[src/pfws_params.svh]
`ifndef PFWS_PARAMS_SVH
`define PFWS_PARAMS_SVH
// ----------------------------------------------------------------------
// register offsets
// ----------------------------------------------------------------------
`define PFWS_MISC_ADDR      8'h81
`define PFWS_DRV_ADDR       8'h82
`define PFWS_BUCKRST_ADDR   8'h87
`define PFWS_RECOV_ADDR     8'hA5
`define PFWS_CFG_ADDR       8'hF0
`define PFWS_STAT_ADDR      8'hF1
// ----------------------------------------------------------------------
// masked write values (a set mask bit keeps the old bit)
// ----------------------------------------------------------------------
`define PFWS_LPM_DATA       8'h04
`define PFWS_LPM_MASK       8'hE3
`define PFWS_BUCK_DATA      8'h1F
`define PFWS_BUCK_MASK      8'hE0
`define PFWS_FDRV_DATA      8'h08
`define PFWS_FDRV_MASK      8'hF7
`define PFWS_RSTC_DATA      8'h00
`define PFWS_RSTC_MASK      8'hFC
`define PFWS_RINC_DATA      8'h01
`define PFWS_RINC_MASK      8'hFE
`define PFWS_SOCF_DATA      8'h18
`define PFWS_SOCF_MASK_P    8'hE1
`define PFWS_SOCF_MASK_S    8'hE3
`define PFWS_LPL_DATA       8'h00
`define PFWS_LPL_MASK       8'hEF
`define PFWS_LPL_SET        8'h10
`define PFWS_FDRV_BIT       3
`define PFWS_LPL_BIT        4
`define PFWS_MRST_BIT       0
`define PFWS_SRST_BIT       1
// ----------------------------------------------------------------------
// times in microseconds and clock rate
// ----------------------------------------------------------------------
`define PFWS_CLK_MHZ        100
`define PFWS_TAIL_US        16000
`define PFWS_WARM_US        2000
`define PFWS_SOCPULSE_US    200
`define PFWS_T1_US          500
`define PFWS_T2_US          2500
`define PFWS_T3_US          3000
`define PFWS_T4_US          3500
`define PFWS_RST_VAL        8'h00
`endif

[src/pfws_pkg.sv]
package pfws_pkg;
    // ------------------------------------------------------------------
    // sequencer states
    // ------------------------------------------------------------------
    typedef enum logic [2:0] {
        PFWS_MISSION,     // active / mission standby
        PFWS_TAIL_WAIT,   // orderly or standby tail delay
        PFWS_WARM,        // warm reset in progress
        PFWS_SOCFAULT,    // soc rail power-down
        PFWS_RECOVERY,    // safe recovery
        PFWS_DEEP_SBY     // deep standby
    } pfws_state_t;
endpackage : pfws_pkg

[src/pfws_sequencer.sv]
// The implementer's own choice: the plain strobed port.
`include "pfws_params.svh"
// How it works
// orderly tail waits 16 ms, writes misc
// then buck reset write 0x1F mask 0xE0
// then safe recovery, count compared to threshold
// standby tail: delay on primary, no buck reset
// deep standby select picks deep or mission
// watchdog/mcu error in active starts warm reset
// warm start writes drv, misc, recovery count
// gpio levels untouched during warm reset
// force driver low cleared at warm end
// voltage restore pulse at warm start only
// count over threshold stays in recovery
// soc monitor error pulses soc reset 200us
// soc rail fault drops rails, soc reset on primary only
// soc rails off at 500/2500/3000/3500 us
// ddr retain keeps ddr rails on
// no retain: ddr enable 500us, analog 3000us
// soc fault start writes misc and link enable
// off request ends standby instead of safe
// tails set link enable, primary forces driver
// warm reset outputs release after 2000 us
module pfws_sequencer #(
    parameter int CLK_MHZ  = `PFWS_CLK_MHZ,
    parameter int TAIL_CYC = `PFWS_TAIL_US * CLK_MHZ,
    parameter int RTHR     = 3
) (
    input  wire logic        SYS_CLK,
    input  wire logic        RESET_N,
    input  wire logic        IS_PRIMARY,
    input  wire logic        ORDERLY_REQ,
    input  wire logic        OFF_REQ,
    input  wire logic        WDOG_ERR,
    input  wire logic        MCU_MON_ERR,
    input  wire logic        SOC_MON_ERR,
    input  wire logic        SOC_RAIL_FAULT,
    input  wire logic        DEEP_SBY_SEL,
    input  wire logic        DDR_RETAIN,
    input  wire logic [7:0]  REG_ADDR,
    input  wire logic [7:0]  REG_WDATA,
    input  wire logic        REG_WR,
    input  wire logic        REG_RD,
    output logic      [7:0]  REG_RDATA,
    output logic             MCU_RESET_OUT_N,
    output logic             SOC_RESET_OUT_N,
    output logic             RAM_IO_EN,
    output logic             CORE_CPU_DLL_EN,
    output logic             PHY_PLL_EN,
    output logic             SD_USB_EN,
    output logic             DDR_SUPPLY_ENABLE,
    output logic             DDR_ANALOG_SUPPLY,
    output logic             VOLT_RESTORE,
    output logic             DRIVER_ENABLE_PIN,
    output logic      [2:0]  STATE
);
    // ------------------------------------------------------------------
    // cycle counts
    // ------------------------------------------------------------------
    localparam int WARM_CYC = `PFWS_WARM_US * CLK_MHZ;
    localparam int SP_CYC   = `PFWS_SOCPULSE_US * CLK_MHZ;
    localparam int T1_CYC   = `PFWS_T1_US * CLK_MHZ;
    localparam int T2_CYC   = `PFWS_T2_US * CLK_MHZ;
    localparam int T3_CYC   = `PFWS_T3_US * CLK_MHZ;
    localparam int T4_CYC   = `PFWS_T4_US * CLK_MHZ;

    // ------------------------------------------------------------------
    // reset release
    // ------------------------------------------------------------------
    logic        rst_s1_reg;         // first stage
    logic        rst_n;              // synchronised reset
    always_ff @(posedge SYS_CLK or negedge RESET_N) begin
        if (!RESET_N) begin
            rst_s1_reg <= 1'b0;
            rst_n      <= 1'b0;
        end else begin
            rst_s1_reg <= 1'b1;
            rst_n      <= rst_s1_reg;
        end
    end

    // ------------------------------------------------------------------
    // state and storage
    // ------------------------------------------------------------------
    pfws_pkg::pfws_state_t state_reg; // sequencer state
    logic [31:0] cnt_reg;             // sequence timer
    logic [15:0] sp_reg;              // soc pulse timer
    logic        sp_act_reg;          // soc pulse running
    logic        tail_sby_reg;        // tail is standby kind
    logic        ddr_keep_reg;        // latched ddr retain
    logic [7:0]  misc_reg;            // misc output control
    logic [7:0]  drv_reg;             // driver enable status
    logic [7:0]  buck_reg;            // buck reset control
    logic [7:0]  recov_reg;           // recovery count
    logic        restore_reg;         // voltage restore pulse
    logic        sw_wr;               // software write strobe

    // masked write: mask bit one keeps old value
    function automatic logic [7:0] mw(input logic [7:0] old,
                                      input logic [7:0] d,
                                      input logic [7:0] m);
        mw = (old & m) | (d & ~m);
    endfunction : mw

    wire warm_trig = WDOG_ERR | MCU_MON_ERR;
    wire in_mission = (state_reg == pfws_pkg::PFWS_MISSION);
    wire tail_done  = (state_reg == pfws_pkg::PFWS_TAIL_WAIT) &&
                      (cnt_reg >= TAIL_CYC - 1 ||
                       (tail_sby_reg && !IS_PRIMARY));
    wire warm_done  = (state_reg == pfws_pkg::PFWS_WARM) &&
                      (cnt_reg == WARM_CYC - 1);
    wire soc_done   = (state_reg == pfws_pkg::PFWS_SOCFAULT) &&
                      (cnt_reg == T4_CYC - 1);
    wire warm_start = in_mission && !tail_sby_reg && warm_trig;
    wire soc_start  = in_mission && SOC_RAIL_FAULT;
    wire tail_start = in_mission && (ORDERLY_REQ || OFF_REQ);
    assign sw_wr = REG_WR && in_mission;

    // ------------------------------------------------------------------
    // state machine
    // ------------------------------------------------------------------
    always_ff @(posedge SYS_CLK or negedge rst_n) begin
        if (!rst_n) begin
            state_reg    <= pfws_pkg::PFWS_MISSION;
            tail_sby_reg <= 1'b0;
            ddr_keep_reg <= 1'b0;
        end else begin
            unique case (state_reg)
                pfws_pkg::PFWS_MISSION: begin
                    if (warm_start) begin
                        state_reg <= pfws_pkg::PFWS_WARM;
                    end else if (soc_start) begin
                        state_reg    <= pfws_pkg::PFWS_SOCFAULT;
                        ddr_keep_reg <= DDR_RETAIN;
                    end else if (tail_start) begin
                        state_reg    <= pfws_pkg::PFWS_TAIL_WAIT;
                        tail_sby_reg <= !ORDERLY_REQ;
                    end
                end
                pfws_pkg::PFWS_TAIL_WAIT: begin
                    if (tail_done && !tail_sby_reg) begin
                        state_reg <= pfws_pkg::PFWS_RECOVERY;
                    end else if (tail_done) begin

                        state_reg <= DEEP_SBY_SEL ?
                                     pfws_pkg::PFWS_DEEP_SBY :
                                     pfws_pkg::PFWS_MISSION;
                    end
                end
                pfws_pkg::PFWS_WARM: begin
                    if (warm_done) begin

                        state_reg <= (recov_reg > 8'(RTHR)) ?
                                     pfws_pkg::PFWS_RECOVERY :
                                     pfws_pkg::PFWS_MISSION;
                    end
                end
                pfws_pkg::PFWS_SOCFAULT: begin
                    if (soc_done) begin
                        state_reg <= pfws_pkg::PFWS_MISSION;
                    end
                end
                pfws_pkg::PFWS_RECOVERY: begin
                    // recovery proceeds if count within threshold
                    if (recov_reg <= 8'(RTHR)) begin
                        state_reg <= pfws_pkg::PFWS_MISSION;
                    end
                end
                pfws_pkg::PFWS_DEEP_SBY: begin
                    state_reg <= pfws_pkg::PFWS_DEEP_SBY;
                end
            endcase
        end
    end

    // ------------------------------------------------------------------
    // sequence timer
    // ------------------------------------------------------------------
    always_ff @(posedge SYS_CLK or negedge rst_n) begin
        if (!rst_n) begin
            cnt_reg <= 32'h0000_0000;
        end else if (in_mission || tail_done || warm_done || soc_done) begin
            cnt_reg <= 32'h0000_0000;
        end else if (state_reg != pfws_pkg::PFWS_RECOVERY &&
                     state_reg != pfws_pkg::PFWS_DEEP_SBY) begin
            cnt_reg <= cnt_reg + 32'h0000_0001;
        end
    end

    // ------------------------------------------------------------------
    // soc monitor reset pulse, rails untouched
    // ------------------------------------------------------------------
    always_ff @(posedge SYS_CLK or negedge rst_n) begin
        if (!rst_n) begin
            sp_reg     <= 16'h0000;
            sp_act_reg <= 1'b0;
        end else if (SOC_MON_ERR && in_mission && !sp_act_reg) begin
            sp_act_reg <= 1'b1;
            sp_reg     <= 16'h0000;
        end else if (sp_act_reg) begin
            sp_reg <= sp_reg + 16'h0001;
            if (sp_reg == 16'(SP_CYC - 1)) begin
                sp_act_reg <= 1'b0;
            end
        end
    end

    // ------------------------------------------------------------------
    // registers: sequence writes win over software
    // ------------------------------------------------------------------
    always_ff @(posedge SYS_CLK or negedge rst_n) begin
        if (!rst_n) begin
            misc_reg  <= `PFWS_RST_VAL | 8'h03;
            drv_reg   <= `PFWS_RST_VAL;
            buck_reg  <= `PFWS_RST_VAL;
            recov_reg <= `PFWS_RST_VAL;
        end else if (warm_start) begin

            drv_reg   <= mw(drv_reg, `PFWS_FDRV_DATA, `PFWS_FDRV_MASK);
            misc_reg  <= mw(misc_reg, `PFWS_RSTC_DATA, `PFWS_RSTC_MASK);
            recov_reg <= recov_reg + `PFWS_RINC_DATA;
        end else if (soc_start) begin

            misc_reg <= mw(misc_reg, `PFWS_SOCF_DATA,
                           IS_PRIMARY ? `PFWS_SOCF_MASK_P
                                      : `PFWS_SOCF_MASK_S);
            drv_reg  <= mw(drv_reg, `PFWS_LPL_DATA, `PFWS_LPL_MASK);
        end else if (tail_start) begin

            drv_reg <= drv_reg | `PFWS_LPL_SET |
                       (IS_PRIMARY ? `PFWS_FDRV_DATA : 8'h00);
        end else if (tail_done) begin

            misc_reg <= mw(misc_reg, `PFWS_LPM_DATA, `PFWS_LPM_MASK);
            if (!tail_sby_reg) begin
                buck_reg <= mw(buck_reg, `PFWS_BUCK_DATA,
                               `PFWS_BUCK_MASK);
                recov_reg <= recov_reg + `PFWS_RINC_DATA;
            end
        end else if (warm_done) begin
            // see R9
            drv_reg  <= drv_reg & ~`PFWS_FDRV_DATA;
            misc_reg <= misc_reg | 8'h03;
        end else if (soc_done) begin
            misc_reg <= misc_reg | 8'h02;
        end else if (sw_wr) begin
            unique case (REG_ADDR)
                `PFWS_MISC_ADDR:    misc_reg  <= REG_WDATA;
                `PFWS_DRV_ADDR:     drv_reg   <= REG_WDATA;
                `PFWS_BUCKRST_ADDR: buck_reg  <= REG_WDATA;
                `PFWS_RECOV_ADDR:   recov_reg <= REG_WDATA;
                default: ;
            endcase
        end
    end

    // ------------------------------------------------------------------
    // voltage restore pulse at warm start only
    // ------------------------------------------------------------------
    always_ff @(posedge SYS_CLK or negedge rst_n) begin
        if (!rst_n) begin
            restore_reg <= 1'b0;
        end else begin
            restore_reg <= warm_start;
        end
    end

    // ------------------------------------------------------------------
    // read port, data one cycle later
    // ------------------------------------------------------------------
    always_ff @(posedge SYS_CLK or negedge rst_n) begin
        if (!rst_n) begin
            REG_RDATA <= 8'h00;
        end else if (REG_RD) begin
            unique case (REG_ADDR)
                `PFWS_MISC_ADDR:    REG_RDATA <= misc_reg;
                `PFWS_DRV_ADDR:     REG_RDATA <= drv_reg;
                `PFWS_BUCKRST_ADDR: REG_RDATA <= buck_reg;
                `PFWS_RECOV_ADDR:   REG_RDATA <= recov_reg;
                `PFWS_STAT_ADDR:    REG_RDATA <= {5'h00, state_reg};
                default:            REG_RDATA <= 8'h00;
            endcase
        end else begin
            REG_RDATA <= 8'h00;
        end
    end

    // ------------------------------------------------------------------
    // rail enables and reset outputs
    // ------------------------------------------------------------------
    wire soc_run = (state_reg == pfws_pkg::PFWS_SOCFAULT);
    always_ff @(posedge SYS_CLK or negedge rst_n) begin
        if (!rst_n) begin
            RAM_IO_EN         <= 1'b1;
            CORE_CPU_DLL_EN   <= 1'b1;
            PHY_PLL_EN        <= 1'b1;
            SD_USB_EN         <= 1'b1;
            DDR_SUPPLY_ENABLE <= 1'b1;
            DDR_ANALOG_SUPPLY <= 1'b1;
        end else if (soc_run) begin
            // see R13
            if (cnt_reg == T1_CYC - 1) RAM_IO_EN <= 1'b0;
            if (cnt_reg == T2_CYC - 1) CORE_CPU_DLL_EN <= 1'b0;
            if (cnt_reg == T3_CYC - 1) PHY_PLL_EN <= 1'b0;
            if (cnt_reg == T4_CYC - 1) SD_USB_EN <= 1'b0;

            if (!ddr_keep_reg && cnt_reg == T1_CYC - 1)
                DDR_SUPPLY_ENABLE <= 1'b0;
            if (!ddr_keep_reg && cnt_reg == T3_CYC - 1)
                DDR_ANALOG_SUPPLY <= 1'b0;
        end
    end

    // see R6
    assign MCU_RESET_OUT_N   = misc_reg[`PFWS_MRST_BIT];
    assign SOC_RESET_OUT_N   = misc_reg[`PFWS_SRST_BIT] && !sp_act_reg;
    assign VOLT_RESTORE      = restore_reg;
    assign DRIVER_ENABLE_PIN = !drv_reg[`PFWS_FDRV_BIT];
    assign STATE             = state_reg;
endmodule : pfws_sequencer

[config.mk]
export PLATFORM = sky130hd
export DESIGN_NAME = pfws_sequencer
export DESIGN_NICKNAME = d
export VERILOG_FILES = /design/src/pfws_pkg.sv /design/src/pfws_sequencer.sv
export VERILOG_INCLUDE_DIRS = /design/src
export SDC_FILE = /design/constraint.sdc
export NUM_CORES = 1
export LEC_CHECK = 0
export BUFFER_PORTS_ARGS = -buffer_cell sky130_fd_sc_hd__buf_2
export CAP_MARGIN = 20
export CORE_ASPECT_RATIO = 1.1
export CORE_MARGIN = 2
export CORE_UTILIZATION = 35
export DETAILED_ROUTE_END_ITERATION = 16
export PLACE_DENSITY = 0.55
export SYNTH_ARGS = -nofsm -noshare
export SYNTH_HDL_FRONTEND = slang
export SYNTH_SLANG_ARGS = --single-unit
[constraint.sdc]
create_clock -name SYS_CLK -period 4.32 [get_ports SYS_CLK]
set_input_delay 0.432 -clock SYS_CLK [delete_from_list [all_inputs] [get_ports SYS_CLK]]
set_output_delay 0.432 -clock SYS_CLK [all_outputs]
set_load 0.01 [all_outputs]
# After elaboration in Yosys (flattened, before gate mapping)

Cells that the tools add are included.

Flip-flop bits (word level): 103
Input port bits: 29
Output and inout bits: 21
Logic and storage cells: 211

$add $sub $neg: 3
Order comparisons: 3
Equality and inequality tests: 48
Mux-type cells: 53
Bitwise logic cells: 11
Reduce and logical (&&, ||, !) cells: 67

Operators with widths:

| operator                                               | number |
|---|---|
| 2-to-1 mux 8 bit                                       | 28 |
| equality test 32 x 18 -> 1 bit (second input constant) | 2 |
| equality test 32 x 19 -> 1 bit (second input constant) | 2 |
| 2-to-1 mux 32 bit                                      | 2 |
| equality test 8 bit (second input constant)            | 5 |
| one-hot mux 8 bit (5 select lines)                     | 1 |
| adder 32 x 1 -> 32 bit (second input constant)         | 1 |
| equality test 32 x 16 -> 1 bit (second input constant) | 1 |
| >= comparator 32 x 21 -> 1 bit (second input constant) | 1 |
| 2-to-1 mux 16 bit                                      | 2 |
| 2-to-1 mux 3 bit                                       | 10 |
| AND reduction 7 bit                                    | 3 |
| inequality test 2 bit (second input constant)          | 9 |
| inequality test 3 x 2 -> 1 bit (second input constant) | 6 |
| one-hot mux 3 bit (6 select lines)                     | 1 |
| nonzero test 3 bit                                     | 6 |
| adder 16 x 1 -> 16 bit (second input constant)         | 1 |
| equality test 16 x 15 -> 1 bit (second input constant) | 1 |
| logical AND 1 bit                                      | 16 |
| AND reduction 8 bit                                    | 2 |
| nonzero test 2 bit                                     | 8 |
| nonzero test 4 bit                                     | 4 |
| inequality test 3 x 1 -> 1 bit (second input constant) | 5 |
| AND reduction 5 bit                                    | 3 |
| other kinds (28)                                       | 65 |

# Depth between registers and ports, before layout

Depth in word-level cells: 9
Depth in mapped cells: 9
Mapped depth without buffers: 8

# Least setup slack after synthesis

Ideal clock, no wire load.

Kind: register to register
From: register cnt_reg[18]
To: register misc_reg[5]
Library setup time: 0.125 ns
Arrival time: 2.475 ns
Required time: 4.195 ns
Slack: 1.720 ns
Stages on the path, launching flop included: 9
Buffers on the path: 2
Period minus slack after synthesis: 2.600 ns
Path through: dfrtp_1 clkbuf_1 or4_1 o311ai_2 and3_1 buf_2 nor2_4 nor4b_4 mux2_2

Cells in the longest elaborated chain, start to end: 5
Elaborated cells between the ends (all ways): 11
Classes of those cells: order compare (1); eq/ne (5); reduce/logical (5)

Ends and longest elaborated chain:

| what                                     | RTL line              | source |
|---|---|---|
| from (decl)                              | pfws_sequencer.sv:86  | `logic [31:0] cnt_reg;` |
| from (signal assigned)                   | pfws_sequencer.sv:186 | `cnt_reg <= cnt_reg + 32'h0000_0001;` |
| >= comparator 32 x 21 -> 1 bit           | pfws_sequencer.sv:108 | `(cnt_reg >= TAIL_CYC - 1 \|\|` |
| logical OR 1 bit                         | pfws_sequencer.sv:108 |  |
| logical AND 1 bit                        | pfws_sequencer.sv:107 | `wire tail_done = (state_reg == pfws_pkg::PFWS_TAIL_WAIT) &&` |
| inequality test 2 x 1 -> 1 bit (no line) | --                    |  |
| AND reduction 7 bit (no line) (*)        | --                    |  |
| to (signal assigned)                     | pfws_sequencer.sv:213 | `` misc_reg <= `PFWS_RST_VAL \| 8'h03; `` |
| to (signal assigned)                     | pfws_sequencer.sv:220 | `` misc_reg <= mw(misc_reg, `PFWS_RSTC_DATA, `PFWS_RSTC_MASK); `` |
| to (signal assigned)                     | pfws_sequencer.sv:224 | `` misc_reg <= mw(misc_reg, `PFWS_SOCF_DATA, `` |
| to (decl)                                | pfws_sequencer.sv:91  | `logic [7:0] misc_reg;` |

Every way passes the cells marked *; elsewhere a longest branch is shown, timed or not.
A chain may end at the register's enable or synchronous reset.

# Worst setup path in the final report

From: register state_reg[2] (netlist: STATE[2])
To: register recov_reg[1]

Cells in the longest elaborated chain, start to end: 6
Elaborated cells between the ends (all ways): 24
Classes of those cells: eq/ne (8); mux (4); reduce/logical (12)

Ends and longest elaborated chain:

| what                         | RTL line              | source |
|---|---|---|
| from (decl)                  | pfws_sequencer.sv:85  | `pfws_pkg::pfws_state_t state_reg;` |
| from (signal assigned)       | pfws_sequencer.sv:124 | `state_reg <= pfws_pkg::PFWS_MISSION;` |
| from (signal assigned)       | pfws_sequencer.sv:131 | `state_reg <= pfws_pkg::PFWS_WARM;` |
| from (signal assigned)       | pfws_sequencer.sv:133 | `state_reg <= pfws_pkg::PFWS_SOCFAULT;` |
| equality test 3 x 1 -> 1 bit | pfws_sequencer.sv:107 |  |
| logical AND 1 bit            | pfws_sequencer.sv:107 |  |
| 2-to-1 mux 8 bit             | pfws_sequencer.sv:232 | `end else if (tail_done) begin` |
| 2-to-1 mux 8 bit             | pfws_sequencer.sv:228 | `end else if (tail_start) begin` |
| 2-to-1 mux 8 bit             | pfws_sequencer.sv:222 | `end else if (soc_start) begin` |
| 2-to-1 mux 8 bit             | pfws_sequencer.sv:217 | `end else if (warm_start) begin` |
| to (signal assigned)         | pfws_sequencer.sv:216 | `` recov_reg <= `PFWS_RST_VAL; `` |
| to (signal assigned)         | pfws_sequencer.sv:221 | `` recov_reg <= recov_reg + `PFWS_RINC_DATA; `` |
| to (signal assigned)         | pfws_sequencer.sv:238 | `` recov_reg <= recov_reg + `PFWS_RINC_DATA; `` |
| to (decl)                    | pfws_sequencer.sv:94  | `logic [7:0] recov_reg;` |

Parallel ways exist; a longest one is shown, timed or not. The select of a mux whose other input is x is not followed.

==> run metrics <==
async set or reset register ratio after synthesis 100%; Clock Skew 0.0119 ns; share of cells above drive strength 1 20.2%; Adder-Cell Fraction of Synth Area 0.660%; Mapped Nets 612; Chip Height 138 µm; P per Cell Area 512 nW/µm²; relative slew slack 35.2%; # DRC 0; combinational cell fraction of total power 31.2%; clk sink count 103; DR iter-0 viols 325; Synth Area in Simple Gates 27.3%; Worst R2R Start STATE[2]; count of final setup violators 0; Max-Cap Viols 0; initial antenna violation count 0; largest family of logic cells by synthesized area simple AND/OR/NAND/NOR gates; final hold violations 0; Yosys top cell by area dfrtp_1; filler cell count in the final layout 1557; Flop pwr share 42.0%; Ports 50; most frequent cell after synthesis dfrtp_1; Clock Latency Late Sink 0.35 ns; status finished clean; Largest register FFs 32; via count 4714; capture point of the worst reg-to-reg path recov_reg[1]; gpl congestion 0.916; Inserted Clock Buffers 9; drt pass-1 iters 5; setup TNS 0 ns; Sequential Area 2590 µm²; fin crit share 71.4%; Clock transition at path regs 0.07 ns; setup ws final 1.24 ns; GR Util met2 29.5%; die area 17300 µm²; Vias per Instance 5.69; wirelength, routed 14900 µm; reg2reg setup slack 1.24 ns; CP Max Fanout 11; Placed Cells incl. Taps 810; sw frac 36.6%; Setup crit start STATE[2]; FF+latch count, synth 103; nets 655; Static Leak 2.73 nW; DR WL/cell 17.9 µm; post-synth cell types 84; CTS tree built; GR Overflow Total 0; crit path to recov_reg[1]; Clock power frac 26.8%; Placement Setup Slack 1.22 ns; clk root buf clkbuf_16; post-synthesis compound-gate area fraction 13.0%; Most used DFF post-synth dfrtp_1; post-synth top area share 41.8%; post-synthesis mux area share 4.64%; CTS Buffer Depth 2; Die Wd 126 µm; H-tree depth 3; critical path class register to register; Final Max Slew Viols 0; vias in the first global route 4516; RSZ-0062 raised after global routing false; Post-synth top cells 95 x dfrtp_1, 59 x nand2_1, 52 x nor2_1, 32 x nand3_1; Cell Int Power 2.09 mW; gr usage total 17.8%; part of the Yosys area used for sequential elements 45.5%; XOR/XNOR Fraction of Synth Area 5.39%; total power 3.29 mW; DP Area 6090 µm²; post-route minimum period 3.08 ns; required time worst endpoint 4.56 ns; largest net degree at the start of global routing 53; first-pass GRT wire length 24600 µm; Buffers on Ports 49; FF-to-FF path depth 7; Synth Instances 580; HPWL Detailed 10800 µm; row cnt 48; design area 6430 µm²; Synth Area per Inst 9.81 µm²; met3 Use GR 3.92%; Syn Std Cell Area 5690 µm²; Synth area leaders dfrtp_1 42%, nand2_1 3.9%, dfstp_2 3.7%, nor2_1 3.4%, xor2_1 3.2%; Ys Warns 0; Crit path arrival time 3.32 ns; final cell count without fillers 828; Max VDD drop 0.000211 V; Slew @ Worst Pin 0.968 ns; # diodes 0; met1 usage 23.8%; Most Crowded Layer GR met2; area of the multi-input gates 2910 µm²; nature of the critical path endpoint register; Max Freq 324 MHz; switching power 1.21 mW; core box area 15800 µm²; Post-synth EDFFs 0; worst min-delay path category input port to register; startpoint types register; Post-DRT Antenna Nets 0; Initial Util 36.0%; Layout area overhead 13.0%
[final cells by class]
cell class              instances  area share [%]
well taps                     200            3.89
inverters                      10           0.603
clock inverters                 5            1.27
flip-flops and latches        103            40.3
repair buffers                 58            4.87
multi-input cells             441            45.3
clock buffers                  11            3.78
[per-layer routing]
metal  vias to the layer above  wire length [µm]
met2                       134              7190
met4                         0               154
met5                         -                 0
met3                        14               717
met1                      2344              6800
li1                       2222                 -
[worst min path at each step]
stage | start | end | slack, ns | cells past startpoint
after floorplan | RESET_N | rst_n | 0.14 | 0
after global placement | RESET_N | rst_s1_reg | 0.22 | 1
after detailed placement | RESET_N | rst_s1_reg | 0.22 | 1
after CTS | ORDERLY_REQ | tail_sby_reg | 0.27 | 2
after global routing | ORDERLY_REQ | tail_sby_reg | 0.28 | 2
final | ORDERLY_REQ | tail_sby_reg | 0.30 | 2
[through the flow]
step           utilization [%]  hold slack [ns]
2_1_floorplan                -            0.136
3_3_place_gp              38.6            0.216
3_5_place_dp              38.6            0.220
4_1_cts                   40.7            0.272
5_1_grt                   40.7            0.284
6_report                  40.7            0.302
[cell usage in the layout (no fill, tap or decap), drive strengths merged, types with 14 or more instances in the layout]
cell type,n
dfrtp,95
nand2,59
buf,57
nor2,54
nand3,33
xor2,21
o21ai,21
nor4,20
nand4,18
nor3,18
and3,16
mux2,16
xnor2,14
a21oi,14
[cell families after synthesis]
logic type | Yosys count
muxes | 24
other | 1
DFF | 103
adders and majority gates | 3
AOI/OAI and AO/OA | 102
buffers and inverters | 36
xor gates and xnor gates | 35
and+or+nand+nor | 276
[critical path, stage by stage (launching register included)]
cell and delay (ns):
dfrtp_1 0.50, nor3_2 0.61, nand2_1 0.41, and3_1 0.26, and3_1 0.25, nor2_4 0.31, mux2_2 0.38, mux2_4 0.25
[what timing repair did]
action | CTS | global route
buffers inserted | 0 | 0
endpoints found under the hold margin | 2 | 0
resized for setup | 0 | 0
hold buffers | 1 | 0
[power groups by stage]
stage / combinational, mW / clock (mW) / sequential [mW]
final: 1.03 / 0.882 / 1.38
after global routing: 1.13 / 0.953 / 1.42
after CTS: 1.03 / 0.909 / 1.38
after detailed placement: 1.02 / 0 / 1.39
after global placement: 0.999 / 0 / 1.39
after floorplan: 0.818 / 0 / 1.31
Power figures use the tool's default switching activity.
